[config.mk]
export PLATFORM = sky130hd
export DESIGN_NAME = vip_ctrl
export DESIGN_NICKNAME = d
export VERILOG_FILES = /design/src/vip_pkg.sv /design/src/vip_req_if.sv /design/src/vip_prio.sv /design/src/vip_ctrl.sv
export SDC_FILE = /design/constraint.sdc
export NUM_CORES = 1
export LEC_CHECK = 0
export ABC_AREA = 1
export BUFFER_PORTS_ARGS = -buffer_cell sky130_fd_sc_hd__buf_2
export CORE_MARGIN = 3
export CORE_UTILIZATION = 45
export CTS_CLUSTER_SIZE = 20
export DETAILED_ROUTE_END_ITERATION = 10
export PLACE_DENSITY = 0.8
export SLEW_MARGIN = 30
export SYNTH_ARGS = -nofsm -noshare
export SYNTH_HDL_FRONTEND = slang
export SYNTH_SLANG_ARGS = --single-unit
export TNS_END_PERCENT = 20
[constraint.sdc]
create_clock -name clk -period 3.75 [get_ports clk]
set_input_delay 0.375 -clock clk [delete_from_list [all_inputs] [get_ports clk]]
set_output_delay 0.375 -clock clk [all_outputs]
set_load 0.01 [all_outputs]
[src/vip_pkg.sv]
// Purpose: Shared constants and types of the vectored interrupt block
// Assumes: 32-bit software register port, byte-wide core memory port
// Notes: Two flag and enable pairs feed each vector
package vip_pkg;
   // Vector table geometry
   localparam int VIP_NUM_VEC = 32;
   localparam int VIP_PAIRS_PER_VEC = 2;
   localparam int VIP_NUM_PAIRS = VIP_NUM_VEC * VIP_PAIRS_PER_VEC;
   localparam logic [15:0] VIP_VEC_TOP = 16'hFFFE;
   localparam logic [15:0] VIP_VEC_BOTTOM = 16'hFFC0;
   localparam logic [4:0] VIP_VEC_LAST_USED = 5'h1D;
   // Register byte offsets
   localparam logic [7:0] VIP_OFF_FLAG_LO = 8'h00;
   localparam logic [7:0] VIP_OFF_FLAG_HI = 8'h04;
   localparam logic [7:0] VIP_OFF_EN_LO = 8'h08;
   localparam logic [7:0] VIP_OFF_EN_HI = 8'h0C;
   localparam logic [7:0] VIP_OFF_CTRL = 8'h10;
   localparam logic [7:0] VIP_OFF_STATUS = 8'h14;
   // Field positions
   localparam int VIP_CTRL_GMASK_BIT = 0;
   localparam int VIP_STAT_BUSY_BIT = 8;
   localparam int VIP_STAT_PEND_BIT = 9;
   // Values after reset
   localparam logic VIP_GMASK_RESET = 1'b1;
   localparam logic [31:0] VIP_REG_RESET = 32'h0000_0000;
   // Sequence state of the interrupt entry
   typedef enum logic [3:0] {
      VIP_IDLE = 4'h0,
      VIP_PUSH_PC_LOW = 4'h1,
      VIP_PUSH_PC_HIGH = 4'h2,
      VIP_PUSH_X = 4'h3,
      VIP_PUSH_A = 4'h4,
      VIP_PUSH_COND = 4'h5,
      VIP_MASK = 4'h6,
      VIP_FETCH_HI = 4'h7,
      VIP_FETCH_LO = 4'h8,
      VIP_LOAD = 4'h9
   } vip_state_t;
   // Address of the high byte of a vector
   function automatic logic [15:0] vip_vec_addr(input logic [4:0] num);
      vip_vec_addr = VIP_VEC_TOP - {10'h000, num, 1'b0};
   endfunction
endpackage

[src/vip_req_if.sv]
// Purpose: Carries vector requests to the priority picker and its answer back
// Assumes: Purely combinational path within one clock
// Notes: None
`timescale 1ns/100ps
interface vip_req_if;
   logic [vip_pkg::VIP_NUM_VEC-1:0] req;
   logic pending;
   logic [4:0] vec_num;
   modport ctrl (output req, input pending, input vec_num);
   modport prio (input req, output pending, output vec_num);
endinterface

[src/vip_prio.sv]
// Purpose: Picks the pending vector with the largest number
// Assumes: Request bits are one per vector
// Notes: Combinational
`timescale 1ns/100ps
module vip_prio
(
   // Request and answer
   vip_req_if.prio p
);
   import vip_pkg::*;

   // Ascending scan so the largest pending number wins
   always_comb
   begin
      p.pending = 1'b0;
      p.vec_num = 5'h00;
      for (int i = 0; i < VIP_NUM_VEC; i++)
      begin
         if (p.req[i])
         begin
            p.pending = 1'b1;
            p.vec_num = 5'(i);
         end
      end
   end
endmodule

[src/vip_ctrl.sv]
// Purpose: Vectored interrupt entry with flags, enables and priority
// Assumes: Core signals and event pulses share clk
// Notes: Vector fetch data arrive one cycle after the read strobe
`timescale 1ns/100ps
module vip_ctrl
(
   // Clock and reset
   input wire logic clk,
   input wire logic reset,
   // Software register port
   input wire logic [7:0] reg_addr,
   input wire logic [31:0] reg_wdata,
   input wire logic reg_write,
   input wire logic reg_read,
   output logic [31:0] reg_rdata,
   // Peripheral event pulses
   input wire logic [vip_pkg::VIP_NUM_PAIRS-1:0] source_event,
   // Core state
   input wire logic instr_done,
   input wire logic [15:0] pc,
   input wire logic [7:0] index_x,
   input wire logic [7:0] accum,
   input wire logic [7:0] condition_code_register,
   input wire logic [15:0] stack_ptr,
   // Core memory port
   output logic mem_write,
   output logic mem_read,
   output logic [15:0] mem_addr,
   output logic [7:0] mem_wdata,
   input wire logic [7:0] mem_rdata,
   // Core control
   output logic pc_load,
   output logic [15:0] pc_next,
   output logic global_mask,
   output logic irq_req
);
   import vip_pkg::*;

   logic [VIP_NUM_PAIRS-1:0] flag;
   logic [VIP_NUM_PAIRS-1:0] enable;
   vip_state_t st;
   logic [15:0] snap_pc;
   logic [7:0] snap_x;
   logic [7:0] snap_a;
   logic [7:0] snap_cond;
   logic [15:0] snap_sp;
   logic [4:0] vec_sel;
   logic [7:0] vec_hi;
   logic [4:0] last_vec;
   logic accept;
   logic [31:0] next_clear_lo;
   logic [31:0] next_clear_hi;
   vip_req_if rq ();

   vip_prio u_prio
   (
      .p (rq.prio)
   );

   // Requests per vector from its flag and enable pairs
   always_comb
   begin
      for (int v = 0; v < VIP_NUM_VEC; v++)
      begin
         rq.req[v] = |(flag[v*VIP_PAIRS_PER_VEC +: VIP_PAIRS_PER_VEC]
            & enable[v*VIP_PAIRS_PER_VEC +: VIP_PAIRS_PER_VEC]);
      end
   end

   // Write-one-to-clear masks for the flag words
   always_comb
   begin
      next_clear_lo = 32'h0000_0000;
      next_clear_hi = 32'h0000_0000;
      if (reg_write && reg_addr == VIP_OFF_FLAG_LO)
      begin
         next_clear_lo = reg_wdata;
      end
      if (reg_write && reg_addr == VIP_OFF_FLAG_HI)
      begin
         next_clear_hi = reg_wdata;
      end
   end

   // Sticky event flags, a new event beats a clear
   always_ff @(posedge clk)
   begin
      if (reset)
      begin
         flag <= '0;
      end
      else
      begin
         flag <= (flag & ~{next_clear_hi, next_clear_lo}) | source_event;
      end
   end

   // Local enables
   always_ff @(posedge clk)
   begin
      if (reset)
      begin
         enable <= '0;
      end
      else if (reg_write && reg_addr == VIP_OFF_EN_LO)
      begin
         enable[31:0] <= reg_wdata;
      end
      else if (reg_write && reg_addr == VIP_OFF_EN_HI)
      begin
         enable[63:32] <= reg_wdata;
      end
   end

   // Request level toward the core
   always_ff @(posedge clk)
   begin
      if (reset)
      begin
         irq_req <= 1'b0;
      end
      else
      begin
         irq_req <= rq.pending;
      end
   end

   // Acceptance at an instruction end with the mask clear
   assign accept = (st == VIP_IDLE) && instr_done && irq_req && !global_mask;

   // Global mask: set after stacking, cleared only by software
   always_ff @(posedge clk)
   begin
      if (reset)
      begin
         global_mask <= VIP_GMASK_RESET;
      end
      else if (st == VIP_PUSH_COND)
      begin
         global_mask <= 1'b1;
      end
      else if (st == VIP_IDLE && reg_write && reg_addr == VIP_OFF_CTRL)
      begin
         global_mask <= reg_wdata[VIP_CTRL_GMASK_BIT];
      end
   end

   // Core state captured at acceptance
   always_ff @(posedge clk)
   begin
      if (reset)
      begin
         snap_pc <= 16'h0000;
         snap_x <= 8'h00;
         snap_a <= 8'h00;
         snap_cond <= 8'h00;
         snap_sp <= 16'h0000;
      end
      else if (accept)
      begin
         snap_pc <= pc;
         snap_x <= index_x;
         snap_a <= accum;
         snap_cond <= condition_code_register;
         snap_sp <= stack_ptr;
      end
   end

   // Entry sequence and memory port
   always_ff @(posedge clk)
   begin
      if (reset)
      begin
         st <= VIP_IDLE;
         mem_write <= 1'b0;
         mem_read <= 1'b0;
         mem_addr <= 16'h0000;
         mem_wdata <= 8'h00;
         pc_load <= 1'b0;
         pc_next <= 16'h0000;
         vec_sel <= 5'h00;
         vec_hi <= 8'h00;
         last_vec <= 5'h00;
      end
      else
      begin
         mem_write <= 1'b0;
         mem_read <= 1'b0;
         pc_load <= 1'b0;
         case (st)
            VIP_IDLE:
            begin
               if (accept)
               begin
                  st <= VIP_PUSH_PC_LOW;
               end
            end
            VIP_PUSH_PC_LOW, VIP_PUSH_PC_HIGH, VIP_PUSH_X, VIP_PUSH_A, VIP_PUSH_COND:
            begin
               // Stack order fixed by state order
               mem_write <= 1'b1;
               mem_addr <= snap_sp - {12'h000, st - 4'h1};
               case (st)
                  VIP_PUSH_PC_LOW: mem_wdata <= snap_pc[7:0];
                  VIP_PUSH_PC_HIGH: mem_wdata <= snap_pc[15:8];
                  VIP_PUSH_X: mem_wdata <= snap_x;
                  VIP_PUSH_A: mem_wdata <= snap_a;
                  default: mem_wdata <= snap_cond;
               endcase
               st <= vip_state_t'(st + 4'h1);
            end
            VIP_MASK:
            begin
               // Pick the winner now that stacking and masking are done
               vec_sel <= rq.vec_num;
               mem_read <= 1'b1;
               mem_addr <= vip_vec_addr(rq.vec_num);
               st <= VIP_FETCH_HI;
            end
            VIP_FETCH_HI:
            begin
               mem_read <= 1'b1;
               mem_addr <= vip_vec_addr(vec_sel) + 16'h0001;
               st <= VIP_FETCH_LO;
            end
            VIP_FETCH_LO:
            begin
               vec_hi <= mem_rdata;
               st <= VIP_LOAD;
            end
            VIP_LOAD:
            begin
               pc_next <= {vec_hi, mem_rdata};
               pc_load <= 1'b1;
               last_vec <= vec_sel;
               st <= VIP_IDLE;
            end
            default:
            begin
               st <= VIP_IDLE;
            end
         endcase
      end
   end

   // Register read port, unmapped reads return zero
   always_ff @(posedge clk)
   begin
      if (reset)
      begin
         reg_rdata <= VIP_REG_RESET;
      end
      else
      begin
         reg_rdata <= VIP_REG_RESET;
         if (reg_read)
         begin
            case (reg_addr)
               VIP_OFF_FLAG_LO: reg_rdata <= flag[31:0];
               VIP_OFF_FLAG_HI: reg_rdata <= flag[63:32];
               VIP_OFF_EN_LO: reg_rdata <= enable[31:0];
               VIP_OFF_EN_HI: reg_rdata <= enable[63:32];
               VIP_OFF_CTRL: reg_rdata <= {31'h0, global_mask};
               VIP_OFF_STATUS: reg_rdata <= {22'h0, rq.pending, st != VIP_IDLE, 3'h0, last_vec};
               default: reg_rdata <= VIP_REG_RESET;
            endcase
         end
      end
   end
endmodule

==> metrics.csv, run 1 <==
stage;metric;value;unit
synthesis;register bit total from synthesis;283;
floorplanning;die area;0.0284;mm^2
power;P_leak;6.39;nW
clock_tree;H-tree Lvls;1;
global_routing;largest net degree at the start of global routing;97;
clock_tree;hold-fix buffers at CTS;0;
finish;Area growth syn-to-layout;21.0;%
setup_path;Levels on crit path;15;
worst_hold_path;hold crit path type;in -> reg;
setup_path;internal reg-to-reg setup slack;0.69;ns
power;worst vdd ir;0.311;mV
setup_path;crit start category;flop;
global_routing;first-pass GRT wire length;55200;um
synthesis;syn_nets;1807;
setup_path;worst path required time;4.23;ns
setup_path;Critical path origin;st[0];
clock_tree;CTS tree;built;
flow_run;max cap viols;0;
synthesis;ys flop type;dfxtp_1;
global_routing;initial antenna violation count;0;
clock_tree;clock buffer depth;3;
timing;Fmax;0.327;GHz
setup_path;worst r2r path cells;15;
detailed_routing;Routed WL per cell;15.9;um
worst_hold_path;hold endpoint;flag[6];
finish;fraction of layout cells with a size suffix above 1;0.177;
timing;RSZ-0062 raised after global routing;false;
clock_tree;Num CTS Buffers;30;
setup_path;most frequent CP cell;nor2_1;
synthesis;cell count after synthesis;1624;
clock_tree;cts repair resizes;0;
timing;final worst slack;0.693;ns
setup_path;Worst setup EP type;flop;
timing;Final Hold Fails;0;
timing;endpoints failing setup;0;
setup_path;Worst path top cell family by delay;simple AND/OR/NAND/NOR gates;
floorplanning;IO Pins;250;
synthesis;Post-Syn Area;0.0119;mm^2
floorplanning;Initial Util;0.465;
synthesis;EDFF count, synth;0;
global_routing;All-Layer GR Usage;0.233;
setup_path;Worst EP arrival;3.54;ns
detailed_routing;# DRC;0;
synthesis;Unique masters post-synth;39;
synthesis;syn avg cell area;7.33;um^2
placement;hpwl dp;23900;um
timing;Slew headroom;0.371;
detailed_routing;routed wire length;34900;um
detailed_routing;Iteration-0 DRC Markers;1150;
clock_tree;clock latency on the worst-skew pair;0.55;ns
floorplanning;Die W;169;um
floorplanning;core area;0.0256;mm^2
placement;DP Cell Count;2145;
timing;skew final;0.0155;ns
setup_path;cells along the critical path;inv_1 -> ha_1 -> xnor2_1 -> ha_1 -> nand2_1 -> nor2_1 -> a211oi_1 -> nor2_1 -> nor4_1 -> nand2_1 -> nor2_1 -> nand4_1 -> a21oi_1 -> o21ai_0 -> a21oi_1;
placement;number of port buffers;249;
setup_path;Setup CP Type;reg -> reg;
worst_hold_path;Hold Crit Start;source_event[6];
timing;fin crit period;3.06;ns
synthesis;Synth async-reset ratio;0;
placement;RD Place Congestion;0.863;
clock_tree;clk slew on worst S/H paths;0.06;ns
setup_path;FF-to-FF End;mem_addr[15];
setup_path;WP buf/inv;1;
setup_path;Worst Path Max Fanout;7;
finish;nets;2030;
power;PD cells;462;mW/mm^2
timing;Max Slew Vio Count;0;
finish;fin cells;2196;
timing;Final Cycle Share;0.815;
finish;# diodes;0;
setup_path;slowest cell delay on critical path;0.38;ns
worst_hold_path;Hold Path Cell Cnt;3;
global_routing;Overflow after GRT;0;
floorplanning;Rows;58;
clock_tree;postcts setup bufs;0;
synthesis;Seq/Total Area, Yosys;0.476;
timing;setup_tns;0;ns
detailed_routing;drt pass-1 iters;6;
finish;commonest non-fill, non-tap cell in the layout;inv_1;
detailed_routing;detailed-route via count;11700;
detailed_routing;Via density;5.32;
detailed_routing;DRT antenna net count;0;
global_routing;vias in the first global route;11100;
synthesis;Yosys warning count;0;
setup_path;Slowest cell on crit path;dfxtp_1;
floorplanning;chip height;169;um
setup_path;Reg-to-Reg Start;st[0];
clock_tree;Root Driver;clkbuf_16;
outcome;outcome;completed;
timing;Slew @ Worst Pin;0.942;ns
finish;most frequent cells in the layout;331 x inv_1, 283 x dfxtp_1, 258 x a21oi_1;
clock_tree;Clock Sink Count;283;
placement;pre-CTS setup slack;0.757;ns
==> cell families after synthesis <==
logic type / Yosys count / synth area share
AOI/OAI and AO/OA: 620 / 0.279
and+or+nand+nor: 288 / 0.0984
adders and majority gates: 10 / 0.0111
DFF: 283 / 0.476
xor gates and xnor gates: 5 / 0.00368
buffers and inverters: 418 / 0.132
==> layer usage <==
layer  vias to the layer above  wire length, um  global-route usage
met1                      5363            15300               0.321
met2                       495            16000               0.385
li1                       5750                -                   -
met3                        67             2770              0.0306
met5                         -                0                   0
met4                         0              888              0.0683
==> synth_stat cells, types with 2 or more instances <==
library cell | n | area share
inv_1 | 332 | 0.10
dfxtp_1 | 283 | 0.48
a21oi_1 | 258 | 0.11
o21ai_0 | 245 | 0.10
nor2_1 | 124 | 0.039
nand2_1 | 123 | 0.039
clkbuf_1 | 70 | 0.022
o22ai_1 | 63 | 0.033
nand3_1 | 17 | 0.0071
a221oi_1 | 13 | 0.0096
nor3_1 | 13 | 0.0055
a31oi_1 | 10 | 0.0053
ha_1 | 9 | 0.0095
inv_2 | 8 | 0.0025
clkinv_1 | 6 | 0.0019
o211ai_1 | 6 | 0.0038
o21ai_1 | 6 | 0.0025
a211oi_1 | 5 | 0.0032
a22oi_1 | 5 | 0.0032
nor4_1 | 4 | 0.0021
xor2_1 | 3 | 0.0022
nand4_1 | 2 | 0.0011
nor2_4 | 2 | 0.0019
xnor2_1 | 2 | 0.0015
==> worst register-to-register path, delay by kind of cell, from the launching register on <==
family                     cells  cell delay, ns
AOI/OAI and AO/OA              4            0.65
and+or+nand+nor                7            1.10
buffers and inverters          1            0.15
xor gates and xnor gates       1            0.13
DFF                            1            0.38
adders and majority gates      2            0.58
==> flip-flops by register name (all words and copies together) (netlist names), 4 cells and up <==
signal,flops
enable,64
flag,64
reg_rdata,32
mem_addr,16
pc_next,16
snap_pc,16
snap_sp,16
mem_wdata,8
snap_a,8
snap_cond,8
snap_x,8
vec_hi,8
last_vec,5
vec_sel,5
st,4
==> through the flow <==
stage	utilization	hold WS (ns)	total power, mW	instance area [um^2]
after floorplan	-	0.423	3.53	11900
after global placement	0.524	0.430	3.77	13400
after detailed placement	0.524	0.435	3.78	13400
after CTS	0.562	0.0363	6.69	14400
after global routing	0.562	0.0471	6.89	14400
final	0.562	0.0520	6.65	14400
==> report_power, final <==
group | internal [mW] | switching [mW] | total [mW]
Combinational | 0.212 | 0.354 | 0.566
Sequential | 3.10 | 0.0566 | 3.16
Clock | 1.73 | 1.20 | 2.93
==> layout make-up <==
| cell class | instances | area (um^2) |
|---|---|---|
| flip-flops and latches | 283 | 5670 |
| inverters | 346 | 1300 |
| multi-input cells | 923 | 4690 |
| repair buffers | 263 | 1350 |
| clock inverters | 10 | 118 |
| fillers | 2356 | 11200 |
| clock buffers | 41 | 862 |
| well taps | 330 | 413 |
==> worst max-delay path by stage <==
stage                    to  slack [ns]
2_1_floorplan  mem_addr[15]        1.16
3_3_place_gp   mem_addr[15]        0.86
3_5_place_dp   mem_addr[15]        0.76
4_1_cts        mem_addr[15]        0.72
5_1_grt        mem_addr[13]        0.26
6_report       mem_addr[15]        0.69
(Power assumes the default switching activity.)
==> inputs of run 2 (changes only) <==
==> constraint.sdc (replaced) <==
create_clock -name clk -period 3.1 [get_ports clk]
set_input_delay 0.31 -clock clk [delete_from_list [all_inputs] [get_ports clk]]
set_output_delay 0.31 -clock clk [all_outputs]
set_load 0.01 [all_outputs]
==> run 2 against run 1 <==
  * Cell count rose by 2.0%
  * Combinational power is 30% higher
  * Clock power is 15% higher
  * Global-route usage increased by 0.87 points
  * First-iteration DRC count fell by 2.6%
  * Sequential share of layout area is 1.1 points lower
  * Sequential power rose by 21%
  * Fmax increased by 4.0%
  * Total power grew 19%
  * Worst setup slack worse by 0.53 ns
  * Utilization is 1.7 points higher
==> metrics.csv, run 2 (synthesis gave the netlist of run 1 again) <==
stage;metric;value;unit;change
outcome;outcome;completed;;unchanged
floorplanning;Rows;58;;unchanged
setup_path;worst r2r path cells;15;;unchanged
clock_tree;clock latency on the worst-skew pair;0.55;ns;about the same
timing;Final Cycle Share;0.948;;was 0.815
clock_tree;H-tree Lvls;1;;unchanged
finish;nets;2076;;was 2030
timing;Fmax;0.340;GHz;was 0.327 GHz
detailed_routing;Iteration-0 DRC Markers;1120;;was 1150
finish;Filler cells;2300;;was 2356
global_routing;Overflow after GRT;0;;unchanged
finish;cell area after layout;0.0148;mm^2;was 0.0144 mm^2
detailed_routing;drt pass-1 iters;8;;was 6
finish;fraction of layout cells with a size suffix above 1;0.179;;was 0.177
placement;RD Place Congestion;0.874;;was 0.863
timing;Slew headroom;0.402;;was 0.371
finish;commonest non-fill, non-tap cell in the layout;inv_1;;unchanged
clock_tree;Root Driver;clkbuf_16;;unchanged
setup_path;Worst setup EP type;flop;;unchanged
setup_path;FF-to-FF End;mem_addr[15];;unchanged
floorplanning;chip height;169;um;unchanged
power;PD cells;535;mW/mm^2;was 462 mW/mm^2
clock_tree;clk slew on worst S/H paths;0.06;ns;about the same
clock_tree;CTS tree;built;;unchanged
worst_hold_path;Hold Crit Start;source_event[50];;was source_event[6]
worst_hold_path;hold endpoint;flag[50];;was flag[6]
timing;Final Hold Fails;0;;unchanged
floorplanning;Initial Util;0.465;;unchanged
floorplanning;core area;0.0256;mm^2;unchanged
setup_path;Reg-to-Reg Start;st[0];;unchanged
clock_tree;Clock Sink Count;283;;unchanged
detailed_routing;Via density;5.31;;was 5.32
detailed_routing;DRT antenna net count;0;;unchanged
worst_hold_path;hold crit path type;in -> reg;;unchanged
timing;Slew @ Worst Pin;0.897;ns;was 0.942 ns
floorplanning;Die W;169;um;unchanged
setup_path;crit start category;flop;;unchanged
finish;# diodes;0;;unchanged
power;P_leak;6.57;nW;was 6.39 nW
global_routing;vias in the first global route;11400;;was 11100
power;worst vdd ir;0.459;mV;was 0.311 mV
timing;endpoints failing setup;0;;unchanged
worst_hold_path;Hold Path Cell Cnt;3;;unchanged
global_routing;All-Layer GR Usage;0.242;;was 0.233
global_routing;initial antenna violation count;0;;unchanged
global_routing;largest net degree at the start of global routing;97;;unchanged
clock_tree;clock buffer depth;3;;unchanged
timing;Max Slew Vio Count;0;;unchanged
finish;most frequent cells in the layout;329 x inv_1, 281 x dfxtp_1, 258 x a21oi_1;;was 331 x inv_1, 283 x dfxtp_1, 258 x a21oi_1
setup_path;Setup CP Type;reg -> reg;;unchanged
setup_path;worst path required time;3.57;ns;was 4.23 ns
placement;number of port buffers;249;;unchanged
setup_path;Worst Path Max Fanout;7;;unchanged
detailed_routing;routed wire length;35800;um;was 34900 um
placement;hpwl dp;24500;um;was 23900 um
floorplanning;IO Pins;250;;unchanged
finish;biggest regs;enable (64), flag (64), reg_rdata (32);;unchanged
timing;fin crit period;2.94;ns;was 3.06 ns
clock_tree;Num CTS Buffers;29;;was 30
flow_run;max cap viols;0;;unchanged
detailed_routing;Routed WL per cell;16.0;um;was 15.9 um
timing;hold slack final;0.0131;ns;was 0.0520 ns
timing;skew final;0.0157;ns;was 0.0155 ns
setup_path;internal reg-to-reg setup slack;0.16;ns;was 0.69 ns
detailed_routing;# DRC;0;;unchanged
finish;Area growth syn-to-layout;24.6;%;was 21.0%
floorplanning;die area;0.0284;mm^2;unchanged
placement;Placed Instance Area;0.0135;mm^2;was 0.0134 mm^2
global_routing;first-pass GRT wire length;57300;um;was 55200 um
setup_path;Worst EP arrival;3.41;ns;was 3.54 ns
detailed_routing;detailed-route via count;11900;;was 11700
[run 2: critical path: stages (launching register included)]
cell and delay [ns]:
dfxtp_2 0.36, inv_2 0.09, ha_1 0.22, xnor2_1 0.14, ha_1 0.36, nand2_1 0.08, nor2_1 0.05, a211oi_2 0.31
nor2_2 0.09, nor4_4 0.31, nand2_1 0.14, nor2_2 0.17, nand4_1 0.12, a21oi_1 0.15, o21ai_0 0.10, a21oi_1 0.16
[run 2: stage by stage]
| step | std cells | setup TNS (ns) | setup slack, ns | utilization | total power, mW |
|---|---|---|---|---|---|
| 6_report | 2240 | 0 | 0.161 | 0.579 | 7.93 |
| 3_5_place_dp | 2149 | -0.0366 | -0.0366 | 0.526 | 4.57 |
| 4_1_cts | 2236 | 0 | 0.0884 | 0.577 | 7.94 |
| 3_3_place_gp | 2149 | 0 | 0.170 | 0.526 | 4.55 |
| 2_1_floorplan | 1624 | 0 | 0.509 | - | 4.27 |
| 5_1_grt | 2240 | -0.0446 | -0.0446 | 0.579 | 8.20 |
[run 2: metal layers]
layer  global-route usage  part of all wire
met5                    0                 0
met4               0.0690             0.022
met3               0.0357             0.084
met2                0.403              0.46
met1                0.328              0.43
[run 2: worst max path at each step]
stage / slack (ns) / start / to
after floorplan: 0.51 / st[0] / mem_addr[15]
after global placement: 0.17 / st[0] / mem_addr[15]
after CTS: 0.09 / st[0] / mem_addr[15]
final: 0.16 / st[0] / mem_addr[15]
after detailed placement: -0.04 / st[0] / mem_addr[15]
after global routing: -0.04 / st[0] / mem_addr[15]
[run 2: area by class of cell]
class,instances,area [um^2],area share
multi-input combinational,923,4710,0.317
timing repair buffer,310,1830,0.123
tap,330,413,0.0278
clock inverter,7,70.1,0.00473
clock buffer,41,841,0.0567
sequential,283,5670,0.382
inverter,346,1300,0.0878
[run 2: power breakdown]
| group | total [mW] | leakage, nW | switching (mW) | internal, mW |
|---|---|---|---|---|
| combinational | 0.733 | 3.82 | 0.440 | 0.293 |
| clock | 3.37 | 0.448 | 1.42 | 1.95 |
| sequential | 3.82 | 2.30 | 0.0714 | 3.75 |
[run 2: repair_timing]
| action | 4_1_cts | 5_1_grt |
|---|---|---|
| setup endpoints to repair | 1 | 3 |
| pin swaps | 0 | 6 |
| hold buffers | 39 | 0 |
| setup buffers | 0 | 4 |
| endpoints found under the hold margin | 39 | 0 |
| gates resized for setup | 1 | 8 |
==> inputs of run 3 (changes only) <==
--- a/config.mk
+++ b/config.mk
@@ -11,7 +11,9 @@
 export CORE_UTILIZATION = 45
 export CTS_CLUSTER_SIZE = 20
 export DETAILED_ROUTE_END_ITERATION = 10
+export GPL_TIMING_DRIVEN = 0
 export PLACE_DENSITY = 0.8
+export SETUP_SLACK_MARGIN = 0.1
 export SLEW_MARGIN = 30
 export SYNTH_ARGS = -nofsm -noshare
 export SYNTH_HDL_FRONTEND = slang
==> run 3 against run 2 <==
  * Die area stayed put
  * Total power up 3.9%
  * Clock-buffer cell count increased by 3
  * Via count increased by 3.8%
  * First-iteration DRC count increased by 15%
  * Sequential cell count unchanged
  * Hold slack better by 0.0074 ns
  * Largest power group unchanged
  * Sequential power is essentially flat
  * Clock skew decreased by 0.0045 ns
  * Final area up 0.38%
  * Register-to-register slack improved by 0.12 ns
  * Non-clock buffer count grew 40
==> metrics.csv, run 3 (synthesis gave the netlist of run 1 again) <==
stage;metric;value;unit;change
outcome;outcome;completed;;unchanged
timing;Final Cycle Share;0.908;;was 0.948
finish;biggest regs;enable (64), flag (64), reg_rdata (32);;unchanged
power;worst vdd ir;0.534;mV;was 0.459 mV
clock_tree;Num CTS Buffers;29;;unchanged
finish;cell area after layout;0.0149;mm^2;was 0.0148 mm^2
finish;nets;2116;;was 2076
clock_tree;clk slew on worst S/H paths;0.06;ns;about the same
timing;Slew headroom;0.411;;was 0.402
power;Logic pwr share;0.090;;was 0.092
power;PD cells;553;mW/mm^2;was 535 mW/mm^2
clock_tree;clock buffer depth;3;;unchanged
floorplanning;Die W;169;um;unchanged
clock_tree;Root Driver;clkbuf_16;;unchanged
timing;Slew @ Worst Pin;0.884;ns;was 0.897 ns
detailed_routing;WL met3;3280;um;was 3000 um
global_routing;largest net degree at the start of global routing;14;;was 97
setup_path;Worst setup EP type;flop;;unchanged
clock_tree;H-tree Lvls;1;;unchanged
floorplanning;chip height;169;um;unchanged
detailed_routing;M1 WL;16800;um;was 15400 um
setup_path;Worst EP arrival;3.28;ns;was 3.41 ns
detailed_routing;max layer used;met5;;was met4
setup_path;Worst Path Max Fanout;5;;was 7
finish;fin cells;2285;;was 2240
finish;fraction of layout cells with a size suffix above 1;0.165;;was 0.179
clock_tree;clock latency on the worst-skew pair;0.54;ns;was 0.55 ns
detailed_routing;Routed WL per cell;17.0;um;was 16.0 um
global_routing;vias in the first global route;11900;;was 11400
detailed_routing;drt pass-1 iters;6;;was 8
power;Seq pwr share;0.464;;was 0.482
finish;commonest non-fill, non-tap cell in the layout;inv_1;;unchanged
placement;DP Cell Count;2204;;was 2149
detailed_routing;Via density;5.40;;was 5.31
detailed_routing;detailed-route via count;12300;;was 11900
global_routing;Overflow after GRT;0;;unchanged
timing;fin crit period;2.81;ns;was 2.94 ns
setup_path;internal reg-to-reg setup slack;0.29;ns;was 0.16 ns
detailed_routing;DRT antenna net count;0;;unchanged
floorplanning;Rows;58;;unchanged
global_routing;first-pass GRT wire length;60700;um;was 57300 um
setup_path;crit start category;flop;;unchanged
flow_run;max cap viols;0;;unchanged
finish;most frequent cells in the layout;331 x inv_1, 282 x dfxtp_1, 257 x a21oi_1;;was 329 x inv_1, 281 x dfxtp_1, 258 x a21oi_1
floorplanning;core area;0.0256;mm^2;unchanged
placement;pre-CTS setup slack;-0.0421;ns;was -0.0366 ns
timing;RSZ-0062 raised after global routing;true;;
placement;number of port buffers;249;;unchanged
power;Internal Pwr Total;6.27;mW;was 6.00 mW
floorplanning;Initial Util;0.465;;unchanged
timing;Max Slew Vio Count;0;;unchanged
placement;RD Place Congestion;0.975;;was 0.874
power;Psw;1.96;mW;was 1.93 mW
timing;final worst slack;0.286;ns;was 0.161 ns
global_routing;initial antenna violation count;3;;was 0
clock_tree;CTS tree;built;;unchanged
setup_path;worst path required time;3.56;ns;was 3.57 ns
timing;Final Hold Fails;0;;unchanged
detailed_routing;metal2 WL;17800;um;was 16600 um
global_routing;All-Layer GR Usage;0.260;;was 0.242
placement;Placed Instance Area;0.0136;mm^2;was 0.0135 mm^2
setup_path;Setup CP Type;reg -> reg;;unchanged
detailed_routing;# DRC;0;;unchanged
power;clock share of power;0.446;;was 0.425
power;P_leak;6.54;nW;was 6.57 nW
finish;Area growth syn-to-layout;25.0;%;was 24.6%
clock_tree;Clock Sink Count;283;;unchanged
detailed_routing;Iteration-0 DRC Markers;1285;;was 1120
power;Sw Ratio;0.238;;was 0.244
worst_hold_path;hold crit path type;in -> reg;;unchanged
floorplanning;IO Pins;250;;unchanged
floorplanning;die area;0.0284;mm^2;unchanged
detailed_routing;routed wire length;38800;um;was 35800 um
timing;skew final;0.0112;ns;was 0.0157 ns
timing;Fmax;0.355;GHz;was 0.340 GHz
timing;endpoints failing setup;0;;unchanged
timing;setup_tns;0;ns;unchanged
placement;hpwl dp;28500;um;was 24500 um
==> run 3: power by group through the flow <==
stage	Sequential [mW]	Combinational, mW	Clock, mW
final	3.82	0.738	3.68
after CTS	3.82	0.731	3.71
after global routing	3.83	0.822	3.86
after global placement	3.89	0.685	0
after detailed placement	3.90	0.699	0
after floorplan	3.90	0.368	0
==> run 3: cell type report <==
type | instances | area [um^2]
fillers | 2351 | 10700
clock inverters | 8 | 145
repair buffers | 278 | 1530
well taps | 330 | 413
inverters | 346 | 1300
plain buffers | 72 | 272
diodes | 1 | 2.50
flip-flops and latches | 283 | 5670
clock buffers | 44 | 862
multi-input cells | 923 | 4690
==> run 3: worst max-delay path: stages (launching register included) <==
cell and delay, ns:
dfxtp_1 0.38, inv_1 0.12, ha_1 0.20, xnor2_1 0.13, ha_1 0.33, nand2_1 0.09, nor2_1 0.05, a211oi_2 0.20
nor2_1 0.11, nor4_2 0.22, nand2_1 0.18, nor2_2 0.17, nand4_1 0.16, a21oi_2 0.19, o21ai_0 0.10, a21oi_1 0.12
==> run 3: final timing paths <==
check,start,depth (start not counted),end
max,st[1],15,mem_addr[15]
min,source_event[44],3,flag[44]
max reg2reg,st[1],15,mem_addr[15]
min reg2reg,pc_next[5],2,pc_next[5]
==> run 3: per-layer routing <==
layer | GRT usage | vias to the layer above
li1 | - | 5922
met1 | 0.357 | 5767
met2 | 0.432 | 560
met3 | 0.0390 | 80
met4 | 0.0690 | 4
met5 | 0 | -
==> run 3: repair_timing <==
action | 4_1_cts | 5_1_grt
endpoints found under the setup margin | 3 | 4
pin swaps | 1 | 2
hold buffers | 26 | 0
gates resized for setup | 2 | 5
hold endpoints to repair | 26 | 0
buffers inserted | 1 | 1
==> run 3: metrics by stage <==
stage                     utilization  hold WS, ns  power [mW]
final                           0.581       0.0205        8.24
after CTS                       0.580      0.00203        8.26
after floorplan                     -        0.423        4.27
after detailed placement        0.530        0.438        4.60
after global routing            0.581       0.0118        8.51
after global placement          0.529        0.433        4.58
